### src/common/instr_dec_regs.vh
// field positions, widths and timing constants of the instruction word decoder
`ifndef INSTR_DEC_REGS_VH
`define INSTR_DEC_REGS_VH
`define IW_WIDTH 14
`define IW_MSB 13
// byte-oriented layout
`define BYTE_OP_LSB 8
`define BYTE_DEST_BIT 7
`define FILE_MSB 6
`define FILE_WIDTH 7
// bit-oriented layout
`define BIT_OP_LSB 10
`define BITNUM_MSB 9
`define BITNUM_LSB 7
`define BITNUM_WIDTH 3
// literal and control layout
`define LIT_MSB 7
`define LIT_WIDTH 8
`define JUMP_OP_LSB 11
`define JUMP_ADDR_MSB 10
`define JUMP_ADDR_WIDTH 11
// group codes in bits 13..12
`define GRP_BYTE 2'h0
`define GRP_BIT 2'h1
`define GRP_JUMP 2'h2
`define GRP_LIT 2'h3
// bit-oriented sub-opcodes in bits 11..10
`define BITOP_CLR 2'h0
`define BITOP_SET 2'h1
`define BITOP_TSTC 2'h2
`define BITOP_TSTS 2'h3
// byte-oriented skip opcodes in bits 13..8
`define OP_DECSKIP 6'h0B
`define OP_INCSKIP 6'h0F
// control words with a fixed code
`define CW_RETURN 14'h0008
`define CW_RETINT 14'h0009
// literal return opcode in bits 13..10
`define OP_RETLIT 4'hD
// timing, and the destination-bit value that selects W
`define OSC_PER_ICYC 2'h3
`define PHASE_RST 2'h0
`define DEST_W 1'h0
`endif

### src/verilog/instruction_word_decoder.v
// instruction word decoder: field split, destination select and cycle length
`timescale 1ns/1ps
`default_nettype none
`include "instr_dec_regs.vh"

module instruction_word_decoder
(
   input wire clk_in,
   input wire rstn_in,
   input wire [`IW_MSB:0] instr_in,
   input wire test_true_in,
   output wire fetch_out,
   output reg icyc_end_out,
   output reg [5:0] byte_opcode_out,
   output reg [3:0] bit_opcode_out,
   output reg [2:0] jump_opcode_out,
   output reg is_byte_out,
   output reg is_bit_out,
   output reg is_literal_out,
   output reg is_jump_out,
   output reg dest_file_out,
   output reg dest_w_out,
   output reg [`FILE_MSB:0] file_addr_out,
   output reg [`BITNUM_WIDTH-1:0] bit_num_out,
   output reg [7:0] bit_mask_out,
   output reg [`LIT_MSB:0] literal_out,
   output reg [`JUMP_ADDR_MSB:0] jump_addr_out,
   output reg two_cycle_out,
   output reg nop_cycle_out
);

   // ---------------------------------------------------------------
   // helpers
   // ---------------------------------------------------------------
   // one-hot bit select, used for the mask and kept as a function for reuse
   function [7:0] bit_onehot;
      input [`BITNUM_WIDTH-1:0] n;
      begin
         bit_onehot = 8'h01 << n;
      end
   endfunction

   // ---------------------------------------------------------------
   // instruction cycle phase
   // ---------------------------------------------------------------
   reg [1:0] phase_r;
   wire phase_last;

   // four oscillator periods make one instruction cycle
   assign phase_last = (phase_r == `OSC_PER_ICYC);

   always @(posedge clk_in)
   begin
      if (!rstn_in)
         phase_r <= `PHASE_RST;
      else
         phase_r <= phase_r + 2'h1;
   end

   // a new word is taken at the last phase of each cycle
   assign fetch_out = phase_last;

   // ---------------------------------------------------------------
   // combinational decode of the incoming word
   // ---------------------------------------------------------------
   wire [1:0] grp;
   wire is_byte;
   wire is_bit;
   wire is_jump;
   wire is_lit;
   wire byte_skip;
   wire bit_test;
   wire pc_change;
   wire ctl_return;

   // the top two bits split the word into its groups; operand bits
   // are looked at only by the whole-word return match, so don't-care positions have no effect
   assign grp = instr_in[`IW_MSB:`IW_MSB-1];
   assign is_byte = (grp == `GRP_BYTE);
   assign is_bit = (grp == `GRP_BIT);
   assign is_jump = (grp == `GRP_JUMP);
   assign is_lit = (grp == `GRP_LIT);

   // conditional-skip and branching classes
   assign byte_skip = is_byte && ((instr_in[`IW_MSB:`BYTE_OP_LSB] == `OP_DECSKIP) ||
                      (instr_in[`IW_MSB:`BYTE_OP_LSB] == `OP_INCSKIP));
   assign bit_test = is_bit && ((instr_in[`BIT_OP_LSB+1:`BIT_OP_LSB] == `BITOP_TSTC) ||
                     (instr_in[`BIT_OP_LSB+1:`BIT_OP_LSB] == `BITOP_TSTS));
   assign ctl_return = (instr_in == `CW_RETURN) || (instr_in == `CW_RETINT);
   assign pc_change = is_jump || ctl_return ||
                      (is_lit && (instr_in[`IW_MSB:`BIT_OP_LSB] == `OP_RETLIT));

   // ---------------------------------------------------------------
   // registered decode outputs, loaded once per instruction cycle
   // ---------------------------------------------------------------
   // the cycle after a two-cycle word is forced to a no-operation so the
   // prefetched word is discarded rather than executed
   always @(posedge clk_in)
   begin
      if (!rstn_in)
      begin
         icyc_end_out <= 1'h0;
         byte_opcode_out <= 6'h00;
         bit_opcode_out <= 4'h0;
         jump_opcode_out <= 3'h0;
         is_byte_out <= 1'h0;
         is_bit_out <= 1'h0;
         is_literal_out <= 1'h0;
         is_jump_out <= 1'h0;
         dest_file_out <= 1'h0;
         dest_w_out <= 1'h0;
         file_addr_out <= 7'h00;
         bit_num_out <= 3'h0;
         bit_mask_out <= 8'h00;
         literal_out <= 8'h00;
         jump_addr_out <= 11'h000;
         two_cycle_out <= 1'h0;
         nop_cycle_out <= 1'h0;
      end
      else
      begin
         icyc_end_out <= phase_last;
         if (phase_last)
         begin
            if (two_cycle_out && !nop_cycle_out)
            begin
               // second cycle runs as a no-operation
               nop_cycle_out <= 1'h1;
               two_cycle_out <= 1'h0;
               is_byte_out <= 1'h0;
               is_bit_out <= 1'h0;
               is_literal_out <= 1'h0;
               is_jump_out <= 1'h0;
               dest_file_out <= 1'h0;
               dest_w_out <= 1'h0;
            end
            else
            begin
               nop_cycle_out <= 1'h0;
               is_byte_out <= is_byte;
               is_bit_out <= is_bit;
               is_literal_out <= is_lit;
               is_jump_out <= is_jump;
               byte_opcode_out <= instr_in[`IW_MSB:`BYTE_OP_LSB];
               bit_opcode_out <= instr_in[`IW_MSB:`BIT_OP_LSB];
               jump_opcode_out <= instr_in[`IW_MSB:`JUMP_OP_LSB];
               // destination bit only steers byte operations
               dest_file_out <= is_byte && instr_in[`BYTE_DEST_BIT];
               dest_w_out <= is_byte && (instr_in[`BYTE_DEST_BIT] == `DEST_W);
               file_addr_out <= instr_in[`FILE_MSB:0];
               bit_num_out <= instr_in[`BITNUM_MSB:`BITNUM_LSB];
               bit_mask_out <= bit_onehot(instr_in[`BITNUM_MSB:`BITNUM_LSB]);
               literal_out <= instr_in[`LIT_MSB:0];
               jump_addr_out <= instr_in[`JUMP_ADDR_MSB:0];
               // test outcome arrives with the word from the datapath
               two_cycle_out <= pc_change || ((byte_skip || bit_test) && test_true_in);
            end
         end
      end
   end

endmodule // instruction_word_decoder
`default_nettype wire
### config.mk
export PLATFORM = sky130hd
export DESIGN_NAME = instruction_word_decoder
export DESIGN_NICKNAME = d
export VERILOG_FILES = /design/src/verilog/instruction_word_decoder.v
export VERILOG_INCLUDE_DIRS = /design/src /design/src/common
export SDC_FILE = /design/constraint.sdc
export NUM_CORES = 1
export LEC_CHECK = 0
export BUFFER_PORTS_ARGS = -buffer_cell sky130_fd_sc_hd__buf_2
export CAP_MARGIN = 40
export CORE_UTILIZATION = 45
export DETAILED_ROUTE_END_ITERATION = 16
export GPL_TIMING_DRIVEN = 0
export PLACE_DENSITY = 0.89
export SYNTH_ARGS = -nofsm -noshare
export SYNTH_HDL_FRONTEND = slang
export SYNTH_SLANG_ARGS = --single-unit
### constraint.sdc
create_clock -name clk_in -period 1.7 [get_ports clk_in]
set_input_delay 0.34 -clock clk_in [delete_from_list [all_inputs] [get_ports clk_in]]
set_output_delay 0.34 -clock clk_in [all_outputs]
set_load 0.05 [all_outputs]
Word-level counts from Yosys, hierarchy flattened --
Cells that the tools add are included.
Cells by class: add/subtract/negate cells 1, shift operators 1, eq/ne operators 11, mux-type cells 8, bitwise operators 2, multiply operators 0, divide/modulo/power cells 0, order comparisons 0, reductions and logical operators 17
Operators with widths (number):
- $eq 14x4->1 const B | 2
- $eq 6x4->1 const B | 2
- $eq 2x2->1 const B | 5
- $mux 1 | 8
- $shl 1x3->8 const A | 1
- $logic_and 1x1->1 | 7
- $logic_or 1x1->1 | 7
- $eq 4x4->1 const B | 1
- $add 2x1->2 const B | 1
- $eq 2x1->1 const B | 1
- $logic_not 2->1 | 1
- $not 1->1 | 2
- $reduce_and 2->1 | 1
- $logic_not 1->1 | 1
Storage, ports and cells: RAM bits 0, bits in latches 0, memories kept 0, logic and storage cells 58, input port bits 17, output and inout port bits 60, ROM bits 0, register bits 61

Depth between registers and ports, before layout --
Gate-level depths: netlist of the first run.
depth after elaboration 7, gate-level depth with buffers 7, mapped depth without buffers 5

Least setup slack after synthesis of the first run --
No wires, ideal clock.
path type reg2reg, start register phase_r[0], end register bit_mask_out[5], required time 1.630 ns, stages on the path, launching flop included 7, library setup time 0.070 ns, slack -0.051 ns, arrival time 1.681 ns, period minus slack after synthesis 1.751 ns, buffers on the path 2, cell sequence dfxtp_1 -> ha_1 -> buf_6 -> nand2_4 -> buf_6 -> or4_1 -> a21boi_1
On the way: cells in the longest elaborated chain, start to end 2
Ends and longest elaborated chain:
- from (decl) | line instruction_word_decoder.v:46 | reg [1:0] phase_r;
- from (signal assigned) | line instruction_word_decoder.v:55 | phase_r <= `PHASE_RST;
- from (signal assigned) | line instruction_word_decoder.v:57 | phase_r <= phase_r + 2'h1;
- $eq 2x2->1 (no source line)
- net fetch_out | line instruction_word_decoder.v:12 | output wire fetch_out,
- $reduce_and 2->1 (no source line)
- to (signal assigned) | line instruction_word_decoder.v:152 | bit_mask_out <= bit_onehot(instr_in[`BITNUM_MSB:`BITNUM_LSB]);
- to (decl) | line instruction_word_decoder.v:25 | output reg [7:0] bit_mask_out,
The timed path passes the listed nets, and every way through them passes these cells. A chain may end at the register's enable or synchronous reset.

Worst setup path in the final report of the first run --
start register phase_r[0], end output fetch_out
On the way: cells in the longest elaborated chain, start to end 1
Ends and longest elaborated chain (line):
- $eq 2x2->1 (no source line)
- to (decl) | instruction_word_decoder.v:12
Every way passes these cells.

==> flow_summary.rst, run 1 <==
.. list-table::
   :header-rows: 1

   * - Metric
     - Value
   * - Gr usage total
     - 0.205
   * - Static leakage
     - 1.02 nW
   * - Total detailed-routing wirelength
     - 3450 µm
   * - Number of hold-repair buffers added at the cts stage
     - 0
   * - Critical Path Start Type
     - flop
   * - Total clock sinks
     - 33
   * - Post-CTS repair timing setup buffer count
     - 0
   * - Root Driver
     - sky130_fd_sc_hd__clkbuf_4
   * - Final antenna-violating net count
     - 0
   * - Post-DP HPWL
     - 2550 µm
   * - Startpoint-to-endpoint class of the critical path
     - reg2out
   * - PortBufs
     - 73
   * - Area overhead of the layout relative to synthesis
     - 30.4%
   * - Post-Synthesis Mean Instance Area
     - 8.72 µm²
   * - CTS tree
     - done
   * - Worst slew pin tran
     - 0.394 ns
   * - Gate count of the mapped netlist
     - 179
   * - Vias per inst
     - 4.61
   * - Detailed-routed wire length on met2
     - 1630 µm
   * - Crit-path slowest cell
     - sky130_fd_sc_hd__dfxtp_1
   * - DP Worst Slack
     - 0.241 ns
   * - Routability Congestion
     - 0.755
   * - Via count of the first global-routing pass
     - 1,238
   * - Highest routed layer
     - met4
   * - Endpoint of the lowest-slack register-to-register path
     - bit_mask_out[5]
   * - Sequential Area
     - 661 µm²
   * - Global-route congestion overflow total
     - 0
   * - Combined area of the multi-input logic cells
     - 611 µm²
   * - Aggregate negative setup slack
     - 0 ns
   * - Net count after synthesis
     - 197
   * - Placeable Area
     - 3340 µm²
   * - Global-route wire length before repair
     - 5510 µm
   * - Number of cell rows
     - 21
   * - Die span in y
     - 60.9 µm
   * - Total of max-cap violations
     - 0
   * - Area of the die
     - 3710 µm²
   * - Buffer depth of the longest clock path
     - 2
   * - Peak supply drop
     - 0.557 mV
   * - Worst Setup Slack, final
     - 0.235 ns
   * - Worst r2r src
     - phase_r[0]
   * - Vias post-DR
     - 1,411
   * - Wirelength per Cell
     - 11.3 µm
   * - Number of design-rule violations left by the first detailed-router iteration
     - 43
   * - RSZ-0062 raised after global routing
     - no
   * - Antenna violations before repair
     - 0
   * - Crit path max-delay family
     - flip-flops
   * - Headroom to the max-slew limit
     - 0.737
   * - Critical path data required time
     - 1.36 ns
   * - Ratio of cells with drive above 1 in the final layout
     - 0.450
   * - Kind of capture point of the worst setup path
     - output port
   * - Result of the run
     - complete, no violations
   * - Cell area after synthesis
     - 1560 µm²
   * - Stage delay of the slowest cell on the critical path
     - 0.35 ns
   * - Cell breakdown of the critical path
     - ha_2 > buf_2
   * - WHS Endpoint
     - file_addr_out[0]
   * - Width of the die
     - 60.9 µm
   * - CTS Buf Count
     - 5
   * - Min-Delay Path Depth
     - 3
   * - Fin crit period
     - 1.46 ns
   * - Reg clk slew, reported paths
     - 0.09 ns
   * - Top Ports
     - 77
   * - Worst reg2reg path depth
     - 6
   * - Worst Min Path Start
     - instr_in[0]
   * - Data arrival time of the critical path
     - 1.12 ns
   * - Wire length on met1
     - 1530 µm
   * - Setup skew after layout
     - 0.00627 ns
   * - Post-detailed-route DRC marker count
     - 0
   * - Count of yosys warnings during synthesis
     - 0
   * - Fmax
     - 683 MHz
   * - Setup slack on the worst flop-to-flop path
     - 0.25 ns
   * - Pin count of the biggest net entering global routing
     - 11
   * - Max Transition Viols Final
     - 0
   * - Number of gates given a new drive strength after cts
     - 0
   * - Count of final setup violators
     - 0
   * - Clock latency at the later pin of the worst-skew pair
     - 0.33 ns
   * - Pwr per Cell Area
     - 765 nW/µm²
   * - Number of H-tree levels
     - 2
   * - Fin nets
     - 277
   * - Crit share post-route
     - 0.862
   * - Type of the most critical hold path
     - in2reg
   * - Sequential cell area fraction in the yosys report
     - 0.423
   * - Count of state elements after synthesis
     - 33
   * - Post-synth cell types
     - 33
   * - Starting density of the core
     - 0.468
   * - Total iterations of the first detailed-routing run
     - 4
   * - Fin. Hold Viols
     - 0
   * - Largest driver fanout on the critical path
     - 2
   * - Buf+Inv Stages, Crit Path
     - 1
   * - N_diodes
     - 0
   * - Path length in cells of the critical path
     - 2
   * - Fill cell count
     - 306
   * - Met3 Routed Length
     - 239 µm
## power by group
group          switching, mW  internal [mW]
registers             0.0153          0.794
clock network          0.251          0.165
logic                  0.230          0.101
## cell usage after synthesis, drive strengths merged
master   number  area [µm²]
nand4         4        25.0
nand2b        2        20.0
nor4          3        18.8
nor2b         5        31.3
a21boi       23         173
a211oi        1        7.51
clkbuf        5        18.8
nor3          1        5.00
a32oi         1        8.76
nand3         1        5.00
dfxtp        33         661
ha            1        12.5
and2          6        37.5
o32ai         1        8.76
a31oi         1        6.26
o31a          1        8.76
nand3b        1        7.51
or4           3        22.5
o21a          1        7.51
mux2i         1        10.0
nor4b         1        8.76
o41ai         1        8.76
a2bb2oi       1        8.76
inv           4        15.0
buf          35         258
a21oi         1        5.00
nand2        41         161
## cell usage in the layout, fill, tap and decap left out, types with 2 or more instances in the layout
cell and instances:
sky130_fd_sc_hd__a21boi_0 20, sky130_fd_sc_hd__buf_2 78, sky130_fd_sc_hd__buf_6 2, sky130_fd_sc_hd__buf_4 28, sky130_fd_sc_hd__nor4_1 3, sky130_fd_sc_hd__a21boi_1 3
sky130_fd_sc_hd__nand2_1 40, sky130_fd_sc_hd__inv_1 3, sky130_fd_sc_hd__clkbuf_1 8, sky130_fd_sc_hd__and2_1 6, sky130_fd_sc_hd__dfxtp_1 33, sky130_fd_sc_hd__nor2b_1 5
sky130_fd_sc_hd__or4_1 3, sky130_fd_sc_hd__clkbuf_4 5, sky130_fd_sc_hd__nand4_1 4
## final cells by class
type | instances | area share
inverter | 4 | 0.00738
buffer | 40 | 0.136
clock buffer | 8 | 0.0240
sequential | 33 | 0.325
timing repair buffer | 73 | 0.180
multi-input combinational | 102 | 0.300
tap | 46 | 0.0283
## metal layers
metal  track usage  up-vias
met5             0        -
met4         0.104        0
met3        0.0469        5
met2         0.344       54
met1         0.245      626
li1              -      726
## how the worst max path moves through the flow
| stage | startpoint | to | slack (ns) |
|---|---|---|---|
| final | phase_r[0] | fetch_out | 0.24 |
| after global routing | phase_r[0] | bit_mask_out[5] | 0.14 |
| after CTS | phase_r[0] | fetch_out | 0.22 |
| after detailed placement | instr_in[10] | two_cycle_out | 0.24 |
| after global placement | phase_r[0] | bit_mask_out[5] | 0.28 |
| after floorplan | nop_cycle_out | bit_mask_out[5] | 0.05 |
## cells by family after synthesis
| logic type | after synthesis | synth area share |
|---|---|---|
| mux | 1 | 0.00642 |
| compound gates | 32 | 0.156 |
| flops | 33 | 0.423 |
| buf+inv | 44 | 0.187 |
| simple gates | 68 | 0.220 |
| fa+ha+maj | 1 | 0.00802 |
## sequential cells by signal (all words and copies together) (netlist names)
register         count
is_literal_out       1
dest_w_out           1
icyc_end_out         1
is_jump_out          1
phase_r              2
two_cycle_out        1
nop_cycle_out        1
dest_file_out        1
byte_opcode_out      6
file_addr_out        6
is_byte_out          1
bit_num_out          1
bit_mask_out         8
literal_out          1
is_bit_out           1
## metrics by stage
step / utilization / cells / hold slack [ns] / area [µm²] / power, mW
floorplan: - / 179 / 0.403 / 1560 / 1.08
global placement: 0.595 / 298 / 0.415 / 1990 / 1.15
detailed placement: 0.595 / 298 / 0.420 / 1990 / 1.16
CTS: 0.610 / 306 / 0.243 / 2030 / 1.56
global route: 0.610 / 306 / 0.267 / 2030 / 1.63
finish: 0.610 / 306 / 0.247 / 2030 / 1.56
## worst min-delay path, delay by kind of cell
family          cells  cell delay (ns)
buf+inv             1             0.09
compound gates      1             0.06
simple gates        1             0.04
Power figures use the tool's default switching activity.
==> inputs of run 2 (changes only) <==
- CORE_UTILIZATION: 45 -> 49
- PLACE_DENSITY: 0.89 -> 0.95
- clock period: 1.7 -> 1.75 ns (I/O delays scaled with it)
==> flow_summary.rst, run 2 (synthesized netlist as in run 1, its figures left out) <==
.. list-table::
   :header-rows: 1

   * - Metric
     - Value
   * - Max Transition Viols Final
     - 0
   * - Sequential Area
     - 661 µm²
   * - Cell breakdown of the critical path
     - ha_2 > buf_2
   * - Fmax
     - 667 MHz
   * - Global-route wire length before repair
     - 5540 µm
   * - Largest driver fanout on the critical path
     - 2
   * - Stage delay of the slowest cell on the critical path
     - 0.36 ns
   * - Pwr per Cell Area
     - 751 nW/µm²
   * - Buffer depth of the longest clock path
     - 2
   * - Data arrival time of the critical path
     - 1.15 ns
   * - Global-route congestion overflow total
     - 0
   * - Fin crit period
     - 1.50 ns
   * - Post-CTS repair timing setup buffer count
     - 0
   * - Kind of capture point of the worst setup path
     - output port
   * - N_diodes
     - 0
   * - Placeable Area
     - 3030 µm²
   * - Total clock sinks
     - 33
   * - Peak supply drop
     - 0.454 mV
   * - Routability Congestion
     - 0.767
   * - Static leakage
     - 1.02 nW
   * - Area overhead of the layout relative to synthesis
     - 30.6%
   * - Combined area of the multi-input logic cells
     - 611 µm²
   * - Commonest cells after routing, fill and taps aside
     - sky130_fd_sc_hd__buf_2 (78), sky130_fd_sc_hd__nand2_1 (40), sky130_fd_sc_hd__dfxtp_1 (33)
   * - Top Ports
     - 77
   * - Vias per inst
     - 4.76
   * - Fin. Hold Viols
     - 0
   * - Vias post-DR
     - 1,448
   * - Clock latency at the later pin of the worst-skew pair
     - 0.35 ns
   * - Crit-path slowest cell
     - sky130_fd_sc_hd__dfxtp_1
   * - Type of the most critical hold path
     - in2reg
   * - Die span in y
     - 58.4 µm
   * - Post-DP HPWL
     - 2550 µm
   * - Antenna violations before repair
     - 0
   * - Regs by FF count
     - bit_mask_out x8, byte_opcode_out x6, file_addr_out x6
   * - Width of the die
     - 58.4 µm
   * - CTS Buf Count
     - 5
   * - Aggregate negative setup slack
     - 0 ns
   * - RSZ-0062 raised after global routing
     - no
   * - Root Driver
     - sky130_fd_sc_hd__clkbuf_4
   * - Pin count of the biggest net entering global routing
     - 12
   * - Setup skew after layout
     - 0.0133 ns
   * - Most common library cell in the layout ignoring fill and taps
     - sky130_fd_sc_hd__buf_2
   * - Total detailed-routing wirelength
     - 3380 µm
   * - Buf+Inv Stages, Crit Path
     - 1
   * - Startpoint-to-endpoint class of the critical path
     - reg2out
   * - Top register by number of flip-flops
     - bit_mask_out
   * - Wirelength per Cell
     - 11.1 µm
   * - Critical path data required time
     - 1.40 ns
   * - Total iterations of the first detailed-routing run
     - 4
   * - Layout Cells excl Fill
     - 304
   * - Starting density of the core
     - 0.515
   * - PortBufs
     - 73
   * - Crit share post-route
     - 0.856
   * - Final antenna-violating net count
     - 0
   * - Area of placed instances
     - 1980 µm²
   * - Headroom to the max-slew limit
     - 0.730
   * - Area of the die
     - 3410 µm²
   * - Critical Path Start Type
     - flop
   * - Post-detailed-route DRC marker count
     - 0
   * - Fill cell count
     - 250
   * - Tightest hold margin
     - 0.244 ns
   * - CTS tree
     - done
   * - Crit path max-delay family
     - flip-flops
   * - Worst slew pin tran
     - 0.404 ns
   * - Ratio of cells with drive above 1 in the final layout
     - 0.462
   * - Via count of the first global-routing pass
     - 1,244
   * - Number of cell rows
     - 20
   * - Number of hold-repair buffers added at the cts stage
     - 0
   * - Number of placed cells counting well taps
     - 296
   * - Total of max-cap violations
     - 0
   * - Reg clk slew, reported paths
     - 0.11 ns
   * - Count of final setup violators
     - 0
   * - Max reg flops
     - 8
   * - Design area
     - 2040 µm²
   * - Gr usage total
     - 0.215
   * - Result of the run
     - complete, no violations
   * - Number of design-rule violations left by the first detailed-router iteration
     - 37
   * - Number of gates given a new drive strength after cts
     - 0
   * - Fin nets
     - 277
   * - Number of H-tree levels
     - 2
-- run 2: area by class of cell --
type | count | share of cell area
flip-flops and latches | 33 | 0.324
plain buffers | 40 | 0.136
multi-input cells | 102 | 0.300
inverters | 4 | 0.00737
clock inverters | 3 | 0.00859
well taps | 44 | 0.0270
clock buffers | 5 | 0.0184
repair buffers | 73 | 0.179
-- run 2: report_power, final --
group          switching [mW]  internal, mW
Combinational           0.223        0.0979
Clock                   0.271         0.151
Sequential             0.0152         0.771
-- run 2: worst min-delay path, cell delays in order --
cell and delay, ns:
sky130_fd_sc_hd__buf_2 0.10, sky130_fd_sc_hd__nand2_1 0.04, sky130_fd_sc_hd__a21boi_0 0.06
-- run 2: worst paths after layout --
path,slack [ns],depth (start not counted),to,startpoint
worst min-delay path,0.24,3,file_addr_out[1],instr_in[1]
worst min register to register,0.45,1,phase_r[0],phase_r[0]
worst max register to register,0.29,6,bit_mask_out[5],phase_r[0]
worst max-delay path,0.25,2,fetch_out,phase_r[0]
-- run 2: stage by stage --
stage | power [mW] | utilization | worst slack (ns)
finish | 1.53 | 0.673 | 0.252
global route | 1.59 | 0.673 | 0.192
CTS | 1.53 | 0.673 | 0.244
detailed placement | 1.13 | 0.655 | 0.301
global placement | 1.12 | 0.655 | 0.314
floorplan | 1.05 | - | 0.100
-- run 2: per-layer routing --
metal  track usage  up-vias  wire length (µm)
met5             0        -                 0
met4        0.0918        0                50
li1              -      729                 -
met3        0.0615        7               253
met2         0.350       61              1630
met1         0.267      651              1450
